File: config.mk
export PLATFORM = sky130hd
export DESIGN_NAME = fps_fault_protect
export DESIGN_NICKNAME = d
export VERILOG_FILES = /design/src/fps_fault_protect.v /design/src/fps_torque_avg.v
export VERILOG_INCLUDE_DIRS = /design/src
export SDC_FILE = /design/constraint.sdc
export NUM_CORES = 1
export LEC_CHECK = 0
export BUFFER_PORTS_ARGS = -buffer_cell sky130_fd_sc_hd__buf_2
export CAP_MARGIN = 20
export CELL_PAD_IN_SITES_DETAIL_PLACEMENT = 1
export CELL_PAD_IN_SITES_GLOBAL_PLACEMENT = 2
export CORE_MARGIN = 8
export CORE_UTILIZATION = 33
export CTS_CLUSTER_SIZE = 8
export DETAILED_ROUTE_END_ITERATION = 8
export PLACE_DENSITY = 0.8
export SLEW_MARGIN = 25
export SYNTH_ARGS = -nofsm -noshare
export SYNTH_HDL_FRONTEND = slang
export SYNTH_SLANG_ARGS = --single-unit
File: constraint.sdc
create_clock -name clk_in -period 3.8 [get_ports clk_in]
set_input_delay 0 -clock clk_in [delete_from_list [all_inputs] [get_ports clk_in]]
set_output_delay 0 -clock clk_in [all_outputs]
set_load 0.03 [all_outputs]
File: src/fps_defines.vh
// Shared constants for the fault supervision and stall detection block
`ifndef FPS_DEFINES_VH
`define FPS_DEFINES_VH
`define FPS_CNT_W 16
`define FPS_SCALE_LIMIT 16'h01F4
`define FPS_SCALE_SHIFT 3
`define FPS_DECAY_W 3
`define FPS_DECAY_RIPPLE 3'h7
`define FPS_LEARN_STEADY_HC 8'h40
`define FPS_LEARN_STALL_HC 8'h20
`define FPS_OVERCURRENT_DEGLITCH_SEL_SHORT_NS 1000
`define FPS_OVERCURRENT_DEGLITCH_SEL_LONG_NS 2000
`define FPS_RETRY_NS 4000000
`define FPS_CLK_PERIOD_NS 5
`endif

File: src/fps_fault_protect.v
// Fault supervision: pump undervoltage, logic POR, overcurrent and stall detection
`timescale 1ns/10ps
`include "fps_defines.vh"
module fps_fault_protect #(
  parameter CW = `FPS_CNT_W,
  parameter NSW = 4,
  parameter RETRY_CYC = (`FPS_RETRY_NS / `FPS_CLK_PERIOD_NS)
) (
  // Clock and reset
  input wire clk_in,
  input wire rst_in,
  // Mode and configuration
  input wire serial_mode_in,
  input wire enable_hiz_in,
  input wire enable_high_in,
  input wire [`FPS_DECAY_W-1:0] decay_sel_in,
  input wire overcurrent_deglitch_sel_in,
  input wire overcurrent_recovery_sel_in,
  input wire lockup_detect_enable_in,
  input wire lockup_report_sel_in,
  input wire torque_count_scale_en_in,
  input wire autotorque_en_in,
  input wire [CW-1:0] lockup_threshold_wr_in,
  input wire lockup_threshold_we_in,
  // Commands
  input wire clear_faults_cmd_in,
  input wire sleep_n_input_in,
  input wire lockup_learn_start_in,
  // Analog fault inputs
  input wire pump_uv_in,
  input wire logic_uv_in,
  input wire other_fault_in,
  input wire [NSW-1:0] ls_limit_in,
  input wire [NSW-1:0] hs_limit_in,
  // Back-EMF measurement
  input wire half_cycle_in,
  input wire [CW-1:0] offtime_diff_in,
  input wire motor_stalled_in,
  // Bridge and pump control
  output reg bridge_en_out,
  output reg pump_en_out,
  output reg autotorque_ceiling_out,
  output reg autotorque_floor_out,
  // Fault pin
  output reg fault_n_output_out,
  output reg fault_n_oe_out,
  // Status
  output reg summary_fault_out,
  output reg pump_undervoltage_flag_out,
  output reg logic_por_flag_out,
  output reg overcurrent_flag_out,
  output reg [NSW-1:0] lowside_overcurrent_flag_out,
  output reg [NSW-1:0] highside_overcurrent_flag_out,
  output reg lockup_diag_flag_out,
  output reg lockup_flag_out,
  output reg [CW-1:0] torque_count_out,
  output reg [CW-1:0] lockup_threshold_out,
  output reg lockup_learn_done_out,
  output reg clear_faults_cmd_out
);
  localparam OVERCURRENT_DEGLITCH_SEL_S_CYC = (`FPS_OVERCURRENT_DEGLITCH_SEL_SHORT_NS + `FPS_CLK_PERIOD_NS - 1) / `FPS_CLK_PERIOD_NS;
  localparam OVERCURRENT_DEGLITCH_SEL_L_CYC = (`FPS_OVERCURRENT_DEGLITCH_SEL_LONG_NS + `FPS_CLK_PERIOD_NS - 1) / `FPS_CLK_PERIOD_NS;
  localparam LS_IDLE = 2'd0;
  localparam LS_STEADY = 2'd1;
  localparam LS_STALL = 2'd2;

  reg sleep_d_r;
  reg logic_uv_d_r;
  reg [15:0] deg_cnt_r;
  reg oc_active_r;
  reg oc_shut_r;
  reg [31:0] retry_cnt_r;
  reg [1:0] ls_r;
  reg [7:0] lhc_r;
  reg [CW+7:0] lacc_r;
  reg [CW-1:0] steady_r;
  wire clr_ev;
  wire limit_any;
  wire stall_run;
  wire [CW-1:0] avg_w;
  wire avg_v;
  wire [15:0] deg_lim;
  wire [CW:0] mean_w;
  wire rep_fault;

  function [CW-1:0] scale_cnt;
    input [CW-1:0] raw;
    input en;
    begin
      if (en && raw < `FPS_SCALE_LIMIT)
        scale_cnt = raw << `FPS_SCALE_SHIFT;
      else
        scale_cnt = raw;
    end
  endfunction

  assign clr_ev = clear_faults_cmd_in | (sleep_d_r & ~sleep_n_input_in);
  assign limit_any = |ls_limit_in | |hs_limit_in;
  assign deg_lim = (serial_mode_in && overcurrent_deglitch_sel_in) ? OVERCURRENT_DEGLITCH_SEL_L_CYC[15:0] :
                   OVERCURRENT_DEGLITCH_SEL_S_CYC[15:0];
  assign stall_run = serial_mode_in && (decay_sel_in == `FPS_DECAY_RIPPLE) &&
                     lockup_detect_enable_in && !pump_uv_in && !oc_shut_r &&
                     !logic_uv_in && !other_fault_in;
  assign mean_w = {1'b0, steady_r} + {1'b0, avg_w};
  assign rep_fault = pump_uv_in | oc_shut_r | other_fault_in |
                     (lockup_flag_out & lockup_report_sel_in);

  fps_torque_avg #(
    .W(CW)
  ) u_avg (
    .clk_in(clk_in),
    .rst_in(rst_in),
    .sample_valid_in(half_cycle_in & stall_run),
    .sample_in(offtime_diff_in),
    .restart_in(~stall_run),
    .avg_out(avg_w),
    .avg_valid_out(avg_v)
  );

  always @(posedge clk_in) begin
    if (rst_in) begin
      sleep_d_r <= 1'b1;
      logic_uv_d_r <= 1'b0;
      deg_cnt_r <= 16'h0000;
      oc_active_r <= 1'b0;
      oc_shut_r <= 1'b0;
      retry_cnt_r <= 32'h0000_0000;
      ls_r <= LS_IDLE;
      lhc_r <= 8'h00;
      lacc_r <= {(CW+8){1'b0}};
      steady_r <= {CW{1'b0}};
      bridge_en_out <= 1'b0;
      pump_en_out <= 1'b0;
      autotorque_ceiling_out <= 1'b0;
      autotorque_floor_out <= 1'b0;
      fault_n_output_out <= 1'b0;
      fault_n_oe_out <= 1'b0;
      summary_fault_out <= 1'b0;
      pump_undervoltage_flag_out <= 1'b0;
      logic_por_flag_out <= 1'b0;
      overcurrent_flag_out <= 1'b0;
      lowside_overcurrent_flag_out <= {NSW{1'b0}};
      highside_overcurrent_flag_out <= {NSW{1'b0}};
      lockup_diag_flag_out <= 1'b0;
      lockup_flag_out <= 1'b0;
      torque_count_out <= {CW{1'b0}};
      lockup_threshold_out <= {CW{1'b0}};
      lockup_learn_done_out <= 1'b0;
      clear_faults_cmd_out <= 1'b0;
    end else begin
      sleep_d_r <= sleep_n_input_in;
      logic_uv_d_r <= logic_uv_in;
      clear_faults_cmd_out <= 1'b0;
      // Overcurrent deglitch
      if (!limit_any)
        deg_cnt_r <= 16'h0000;
      else if (deg_cnt_r < deg_lim)
        deg_cnt_r <= deg_cnt_r + 16'h0001;
      oc_active_r <= limit_any && (deg_cnt_r >= deg_lim);
      // Overcurrent shutdown and recovery
      if (oc_active_r) begin
        oc_shut_r <= 1'b1;
        retry_cnt_r <= 32'h0000_0000;
      end else if (oc_shut_r) begin
        if (clr_ev)
          oc_shut_r <= 1'b0;
        else if ((serial_mode_in && overcurrent_recovery_sel_in) ||
                 (!serial_mode_in && enable_high_in && !enable_hiz_in)) begin
          if (retry_cnt_r >= RETRY_CYC - 1)
            oc_shut_r <= 1'b0;
          else
            retry_cnt_r <= retry_cnt_r + 32'h0000_0001;
        end
      end
      // Bridge and pump
      bridge_en_out <= !pump_uv_in && !logic_uv_in && !oc_shut_r && !oc_active_r;
      pump_en_out <= !logic_uv_in;
      // Torque count and stall
      if (avg_v) begin
        torque_count_out <= scale_cnt(avg_w, torque_count_scale_en_in);
      end
      // Sticky flags, fault event wins over clear; the logic POR flag is cleared at POR end and set by clear
      if (pump_uv_in && serial_mode_in)
        pump_undervoltage_flag_out <= 1'b1;
      else if (clr_ev)
        pump_undervoltage_flag_out <= 1'b0;
      if (logic_uv_d_r && !logic_uv_in && serial_mode_in)
        logic_por_flag_out <= 1'b0;
      else if (clr_ev)
        logic_por_flag_out <= 1'b1;
      if (oc_active_r && serial_mode_in) begin
        overcurrent_flag_out <= 1'b1;
        lowside_overcurrent_flag_out <= lowside_overcurrent_flag_out | ls_limit_in;
        highside_overcurrent_flag_out <= highside_overcurrent_flag_out | hs_limit_in;
      end else if (clr_ev) begin
        overcurrent_flag_out <= 1'b0;
        lowside_overcurrent_flag_out <= {NSW{1'b0}};
        highside_overcurrent_flag_out <= {NSW{1'b0}};
      end
      if (avg_v && stall_run && avg_w < lockup_threshold_out && ls_r == LS_IDLE) begin
        lockup_flag_out <= 1'b1;
        lockup_diag_flag_out <= 1'b1;
      end else if (clr_ev) begin
        lockup_flag_out <= 1'b0;
        lockup_diag_flag_out <= 1'b0;
      end
      if ((pump_uv_in || oc_active_r) && serial_mode_in)
        summary_fault_out <= 1'b1;
      else if (avg_v && stall_run && avg_w < lockup_threshold_out && ls_r == LS_IDLE)
        summary_fault_out <= 1'b1;
      else if (clr_ev)
        summary_fault_out <= pump_uv_in | oc_shut_r;
      // Fault pin, open drain active low
      fault_n_output_out <= 1'b0;
      fault_n_oe_out <= rep_fault && !logic_uv_in;
      // Auto-torque level selection
      autotorque_ceiling_out <= autotorque_en_in && lockup_detect_enable_in &&
                                lockup_flag_out;
      autotorque_floor_out <= autotorque_en_in && !lockup_detect_enable_in &&
                              motor_stalled_in;
      // Threshold learning
      case (ls_r)
        LS_IDLE: begin
          if (lockup_threshold_we_in)
            lockup_threshold_out <= lockup_threshold_wr_in;
          if (lockup_learn_start_in) begin
            ls_r <= LS_STEADY;
            lhc_r <= 8'h00;
            lacc_r <= {(CW+8){1'b0}};
            lockup_learn_done_out <= 1'b0;
          end
        end
        LS_STEADY: begin
          if (avg_v) begin
            lhc_r <= lhc_r + 8'h01;
            steady_r <= avg_w;
            if (lhc_r == `FPS_LEARN_STEADY_HC - 8'h01) begin
              ls_r <= LS_STALL;
              lhc_r <= 8'h00;
            end
          end
        end
        LS_STALL: begin
          if (avg_v) begin
            lhc_r <= lhc_r + 8'h01;
            if (lhc_r == `FPS_LEARN_STALL_HC - 8'h01) begin
              ls_r <= LS_IDLE;
              if (avg_w < steady_r) begin
                lockup_threshold_out <= mean_w[CW:1];
                lockup_learn_done_out <= 1'b1;
              end
            end
          end
        end
        default: ls_r <= LS_IDLE;
      endcase
    end
  end
endmodule // fps_fault_protect

File: src/fps_torque_avg.v
// Running average of the last four half-cycle torque samples
`timescale 1ns/10ps
module fps_torque_avg #(
  parameter W = 16
) (
  // Clock and reset
  input wire clk_in,
  input wire rst_in,
  // Sample input
  input wire sample_valid_in,
  input wire [W-1:0] sample_in,
  input wire restart_in,
  // Averaged output
  output reg [W-1:0] avg_out,
  output reg avg_valid_out
);
  reg [W-1:0] s0_r;
  reg [W-1:0] s1_r;
  reg [W-1:0] s2_r;
  wire [W+1:0] sum_w;

  assign sum_w = {2'b00, sample_in} + {2'b00, s0_r} + {2'b00, s1_r} + {2'b00, s2_r};

  always @(posedge clk_in) begin
    if (rst_in || restart_in) begin
      s0_r <= {W{1'b0}};
      s1_r <= {W{1'b0}};
      s2_r <= {W{1'b0}};
      avg_out <= {W{1'b0}};
      avg_valid_out <= 1'b0;
    end else begin
      avg_valid_out <= sample_valid_in;
      if (sample_valid_in) begin
        s2_r <= s1_r;
        s1_r <= s0_r;
        s0_r <= sample_in;
        avg_out <= sum_w[W+1:2];
      end
    end
  end
endmodule // fps_torque_avg

Yosys cells after proc, flatten, opt, wreduce, memory -nomap -nowiden
Cells that the tools add are included.
- eq/ne operators: 12
- magnitude comparators: 6
- bitwise gates (word level): 15
- reduce and logical (&&, ||, !) cells: 57
- add/subtract/negate cells: 7
- mux-type cells: 38
- operators by type and width (cell ; count):
    two-way mux 16 bit ; 5
    adder 18 x 16 -> 18 bit ; 2
    adder 16 x 16 -> 17 bit ; 2
    adder 32 x 1 -> 32 bit (second input constant) ; 1
    greater-or-equal comparator 32 x 20 -> 1 bit (second input constant) ; 1
    less-than comparator 16 bit ; 2
    two-way mux 8 bit ; 4
    case mux 16 bit (2 select lines) ; 1
    logical AND 1 bit ; 28
    case mux 8 bit (3 select lines) ; 1
    adder 16 x 1 -> 16 bit (second input constant) ; 1
    greater-or-equal comparator 16 x 9 -> 1 bit ; 1
    less-than comparator 16 x 9 -> 1 bit ; 1
    less-than comparator 16 x 9 -> 1 bit (second input constant) ; 1
    two-way mux 1 bit ; 16
    AND reduction 5 bit ; 3
    two-way mux 4 bit ; 3
    two-way mux 2 bit ; 5
    != test 2 bit (second input constant) ; 5
    two-way mux 9 bit ; 1
    adder 8 x 1 -> 8 bit (second input constant) ; 1
    equality test 8 x 5 -> 1 bit (second input constant) ; 1
    equality test 8 x 6 -> 1 bit (second input constant) ; 1
    zero test 1 bit ; 8
    other kinds (18) ; 40
- bits in registers: 194
- bits of input ports: 63
- word-level logic and storage cells: 164

Logic depth before layout (Yosys ltp)
- depth after elaboration: 12
- gate-level depth with buffers: 20
- depth with buffers taken out: 20

Modules after synthesis
A second synthesis with hierarchy kept.
- cells, all modules: 1283
- area total of the unflattened synthesis: 11014.3 um^2
- by module, submodules not included (module ; sequential area each (um^2) ; cells each ; times used ; area an instance (um^2)):
    fps_fault_protect ; 2582.5 ; 823 ; 1 ; 6902.9
    fps_torque_avg ; 1301.2 ; 460 ; 1 ; 4111.4

Worst setup path before layout
Ideal clock, no wire load.
- kind: register to register
- start: reg u_avg.s0_r[0]
- end: reg u_avg.avg_out[14]
- cell stages (with the launch flop): 20
- clock period less this slack: 3859 ps
- required time: 3729 ps
- arrival: 3789 ps
- slack: -59 ps
- setup time: 71 ps
- cell sequence: dfxtp_1 > ha_1 > inv_1 > fa_1 > nor2b_1 > o21ai_0 > a21oi_1 > or4b_1 > a31o_2 > a21oi_1 > xor2_1 > fa_1 > inv_1 > ha_1 > nand4_1 > o311ai_0 > o211a_1 > nor3_1 > nand3b_1 > a21oi_1
- longest elaborated chain between the ends: 3
- ends and longest elaborated chain (what ; RTL line ; source):
    start, declared ; fps_torque_avg.v:17 ; reg [W-1:0] s0_r;
    start signal, assigned ; fps_torque_avg.v:26 ; s0_r <= {W{1'b0}};
    start signal, assigned ; fps_torque_avg.v:36 ; s0_r <= sample_in;
    adder 16 x 16 -> 17 bit ; fps_torque_avg.v:22 ; assign sum_w = {2'b00, sample_in} + {2'b00, s0_r} + {2'b00, s1_r} + {2'b00, s2_r};
    adder 18 x 16 -> 18 bit (2 in series) ; fps_torque_avg.v:22 ;
    end signal, assigned ; fps_torque_avg.v:29 ; avg_out <= {W{1'b0}};
    end signal, assigned ; fps_torque_avg.v:37 ; avg_out <= sum_w[W+1:2];
    end, declared ; fps_torque_avg.v:14 ; output reg [W-1:0] avg_out,
No other way between the ends.
A chain may end at the register's enable or synchronous reset.

Worst setup path after layout
- start: reg u_avg.s0_r[0]
- end: reg u_avg.avg_out[12]
The elaborated chain is that of the path after synthesis.

==> results.toml <==
[outcome]
status = "finished with violations"
violations = "negative setup slack"

[job]
cap_viol_max_count = 0

[hold_path]
hp-start = "serial_mode_in"
hold_class = "in -> reg"
hold_depth = 3
hold_end = "pump_undervoltage_flag_out$_SDFFE_PP0P_"

[route]
wl_um = 32700
dr.pass1.iters = 6
avgViaCountPerCell = 4.93
drcViolationCount = 0
drt_iter0_drc = 268
wire_per_inst_um = 16.6
num_vias = 9739
ant_nets = 0

[final_layout]
fillerInstances = 3993
diodes = 0
post-route-util = 0.417
synthToLayoutAreaGrowth_pct = 25.1
drive_gt1_frac = 0.187
nNetsFinal = 1682
fin_cells = 1974

[clocking]
cts-root-buf = "clkbuf_16"
cts_tree = "done"
clkTransAtPathRegs_ps = 80
cts_made_buffers = 17
cts.sinks = 194
htreeDepth = 4
clock_latency_ps = 460
clockBufferDepth = 2

[pwr]
power.total_w = 0.00531
power_density_nw_per_um2 = 381
peakVddDrop_v = 0.000315
p_leak_nw = 5.92

[setup_path]
crit_chain = "ha_4, inv_2, fa_2, nor2b_1, o21ai_2, a21oi_2, or4b_4, and2_4, buf_4, xnor2_2, fa_1, inv_2, ha_4, or3_4, o221ai_4, a21oi_2, or3_1, nand3_1, a21oi_1"
crit_fanout = 3
crit_required_ps = 4120
cp.arrival_ps = 4230
ff2ff_path_depth = 19
r2r_slack_ps = -110
r2r_end = "u_avg.avg_out[12]$_SDFFE_PP0P_"
max_stage_delay_ps = 510
crit_slowest_cell = "or4b_4"
end_kind = "register"
worstSetupStartpointType = "register"
crit_type = "reg -> reg"
r2r_start = "u_avg.s0_r[0]$_SDFFE_PP0P_"

[synthesis]
ys_async_sr_fraction = 0
ys_types = 71
syn_inst = 1307
netlist_area_um2 = 11100
synth_edf_count = 0
synth-seq-cells = 194
ys_seq_area_frac = 0.349
synthFlopType = "dfxtp_1"
avgSynthCellArea_um2 = 8.51
ys_warn_count = 0

[sta]
hold_viol = 0
tightest_slew_ps = 949
setup_slack_ps = -112
slew_viol_final = 0
fin_crit_ps = 3910
finalSetupViolCount = 5
fin_crit_sh = 1.03
fin_skew_ps = 14.3
slew_headroom = 0.363
fmax_mhz = 256
rsz0062_at_grt = "true"

[place]
place.gp.congestion = 0.863
place_hpwl_um = 24200
place_inst = 1887
portBuffers = 114

[die]
initial_core_util = 0.333
dieWidth_um = 200
rows = 67
core_um2 = 33400
pin_count = 117
die-height_um = 200
die_area_um2 = 39800

[global_routing]
grt_pass1_wl_um = 53300
grt_usage = 0.167
antenna_found_initial = 0
use_met1 = 0.209
grt_max_degree = 66
grt_busiest_layer = "met2"
grt-ovfl-total = 0
grt.met2_usage = 0.290
grt_pass1_vias = 10400
met3_usage = 0.0268
[cells by family (layout without fill, tap and decap cells)]
| logic type | count (synthesis) | in the layout | share of synthesized area |
|---|---|---|---|
| other | 1 | 2 | 0.000337 |
| flip-flops | 194 | 194 | 0.349 |
| XOR/XNOR | 62 | 62 | 0.0488 |
| multiplexers | 71 | 71 | 0.0640 |
| adder cells (fa/ha/maj) | 106 | 106 | 0.131 |
| AO/OA/AOI/OAI | 244 | 244 | 0.138 |
| AND/OR/NAND/NOR | 459 | 459 | 0.208 |
| buffers and inverters | 170 | 388 | 0.0599 |
[area by class of cell]
| class | count | area [um2] | share of cell area |
|---|---|---|---|
| clock buffer | 18 | 439 | 0.0316 |
| sequential | 194 | 3890 | 0.279 |
| clock inverter | 14 | 168 | 0.0121 |
| inverter | 122 | 458 | 0.0329 |
| timing repair buffer | 234 | 1600 | 0.115 |
| tap | 448 | 561 | 0.0403 |
| multi-input combinational | 944 | 6800 | 0.489 |
[cell usage after synthesis (3+ instances only)]
| cell | instances | area [um2] |
|---|---|---|
| dfxtp_1 | 194 | 3880 |
| nor2_1 | 176 | 661 |
| inv_1 | 122 | 458 |
| a21oi_1 | 95 | 475 |
| nand2_1 | 89 | 334 |
| ha_1 | 88 | 1100 |
| mux2i_1 | 70 | 701 |
| o21ai_0 | 37 | 185 |
| clkbuf_1 | 34 | 128 |
| xnor2_1 | 33 | 289 |
| xor2_1 | 29 | 254 |
| and2_1 | 22 | 138 |
| nand3_1 | 22 | 110 |
| nor3_1 | 20 | 100 |
| nand2b_1 | 19 | 119 |
| a211oi_1 | 18 | 135 |
| fa_1 | 18 | 360 |
| a21o_1 | 16 | 120 |
| nand4_1 | 15 | 93.8 |
| nor2b_1 | 13 | 81.3 |
| nand3b_1 | 10 | 75.1 |
| o211ai_1 | 10 | 75.1 |
| a31oi_1 | 9 | 56.3 |
| and3_1 | 9 | 56.3 |
| nor4_1 | 9 | 56.3 |
| and4_1 | 8 | 70.1 |
| or3_1 | 8 | 50.1 |
| buf_1 | 7 | 26.3 |
| nor3_2 | 7 | 70.1 |
| o21a_1 | 7 | 52.6 |
| o31ai_1 | 7 | 52.6 |
| or2_2 | 7 | 43.8 |
| or4_1 | 7 | 52.6 |
| buf_4 | 5 | 37.5 |
| a21boi_0 | 4 | 30.0 |
| a221oi_1 | 4 | 35.0 |
| o21bai_1 | 4 | 30.0 |
| a211o_1 | 3 | 26.3 |
| a311oi_1 | 3 | 26.3 |
| a41oi_1 | 3 | 26.3 |
| nor3b_1 | 3 | 22.5 |
| o22ai_1 | 3 | 18.8 |
[layer usage]
metal  vias to the layer above  wire (um)
met5                         -          0
met4                         0        501
met3                        30        940
met2                       107      16000
met1                      4712      15200
li1                       4890          -
[worst max path at each step]
| stage | startpoint | endpoint | slack [ps] | cells past startpoint |
|---|---|---|---|---|
| floorplan | u_avg.s0_r[0]$_SDFFE_PP0P_ | u_avg.avg_out[14]$_SDFFE_PP0P_ | 20 | 20 |
| global placement | u_avg.s0_r[0]$_SDFFE_PP0P_ | u_avg.avg_out[14]$_SDFFE_PP0P_ | -300 | 19 |
| detailed placement | u_avg.s0_r[0]$_SDFFE_PP0P_ | u_avg.avg_out[12]$_SDFFE_PP0P_ | -450 | 20 |
| CTS | u_avg.s0_r[0]$_SDFFE_PP0P_ | u_avg.avg_out[14]$_SDFFE_PP0P_ | -230 | 19 |
| global route | u_avg.s0_r[0]$_SDFFE_PP0P_ | u_avg.avg_out[14]$_SDFFE_PP0P_ | -280 | 20 |
| finish | u_avg.s0_r[0]$_SDFFE_PP0P_ | u_avg.avg_out[12]$_SDFFE_PP0P_ | -110 | 19 |
[worst max-delay path: cells and delay by family, from the launching register on]
kind,cells,cell delay (ps)
and+or+nand+nor,6,1470
adders and majority gates,4,1020
AOI/OAI and AO/OA,5,580
DFF,1,340
buffers and inverters,3,230
xor gates and xnor gates,1,120
[repair_timing]
| action | CTS | global route |
|---|---|---|
| pin swaps | 17 | 17 |
| hold buffers | 49 | 0 |
| gates resized for setup | 33 | 25 |
| setup endpoints to repair | 9 | 9 |
| setup buffers | 2 | 4 |
| hold endpoints to repair | 51 | 0 |
[state kept, by name, summed over array words and instances (netlist names), 16 cells and up]
name	flops
u_avg.s0_r	16
deg_cnt_r	16
u_avg.avg_out	16
steady_r	16
lockup_threshold_out	16
torque_count_out	16
u_avg.s1_r	16
retry_cnt_r	32
u_avg.s2_r	16
[cells in the final DEF, fill, tap and decap left out, types with 10 or more instances in the layout]
| cell | n |
|---|---|
| a211oi_1 | 15 |
| a21o_1 | 16 |
| a21oi_1 | 86 |
| and2_1 | 21 |
| buf_2 | 113 |
| buf_4 | 72 |
| clkbuf_16 | 17 |
| dfxtp_1 | 192 |
| dlygate4sd3_1 | 49 |
| fa_1 | 17 |
| ha_1 | 83 |
| inv_1 | 118 |
| mux2i_1 | 70 |
| nand2_1 | 87 |
| nand2b_1 | 19 |
| nand3_1 | 22 |
| nand3b_1 | 10 |
| nand4_1 | 15 |
| nor2_1 | 176 |
| nor2b_1 | 13 |
| nor3_1 | 18 |
| o211ai_1 | 10 |
| o21ai_0 | 28 |
| xnor2_1 | 31 |
| xor2_1 | 29 |
[through the flow]
step	worst slack [ps]	hold slack (ps)	instance area, um2	TNS, ps
after global routing	-276	22.2	13900	-1590
after global placement	-299	184	12500	-1270
after CTS	-231	28.9	13800	-746
after detailed placement	-448	198	12500	-2240
final	-112	26.9	13900	-267
after floorplan	15.6	72.4	11100	0
[report_power, final]
group / total [W] / switching (W) / leakage (nW) / internal [W]
clock network: 0.00190 / 0.000938 / 0.289 / 0.000961
logic: 0.00123 / 0.000782 / 4.06 / 0.000446
registers: 0.00218 / 0.0000551 / 1.57 / 0.00212
total: 0.00531 / 0.00178 / 5.92 / 0.00353
Note: power is estimated with default switching activity, not from simulation.
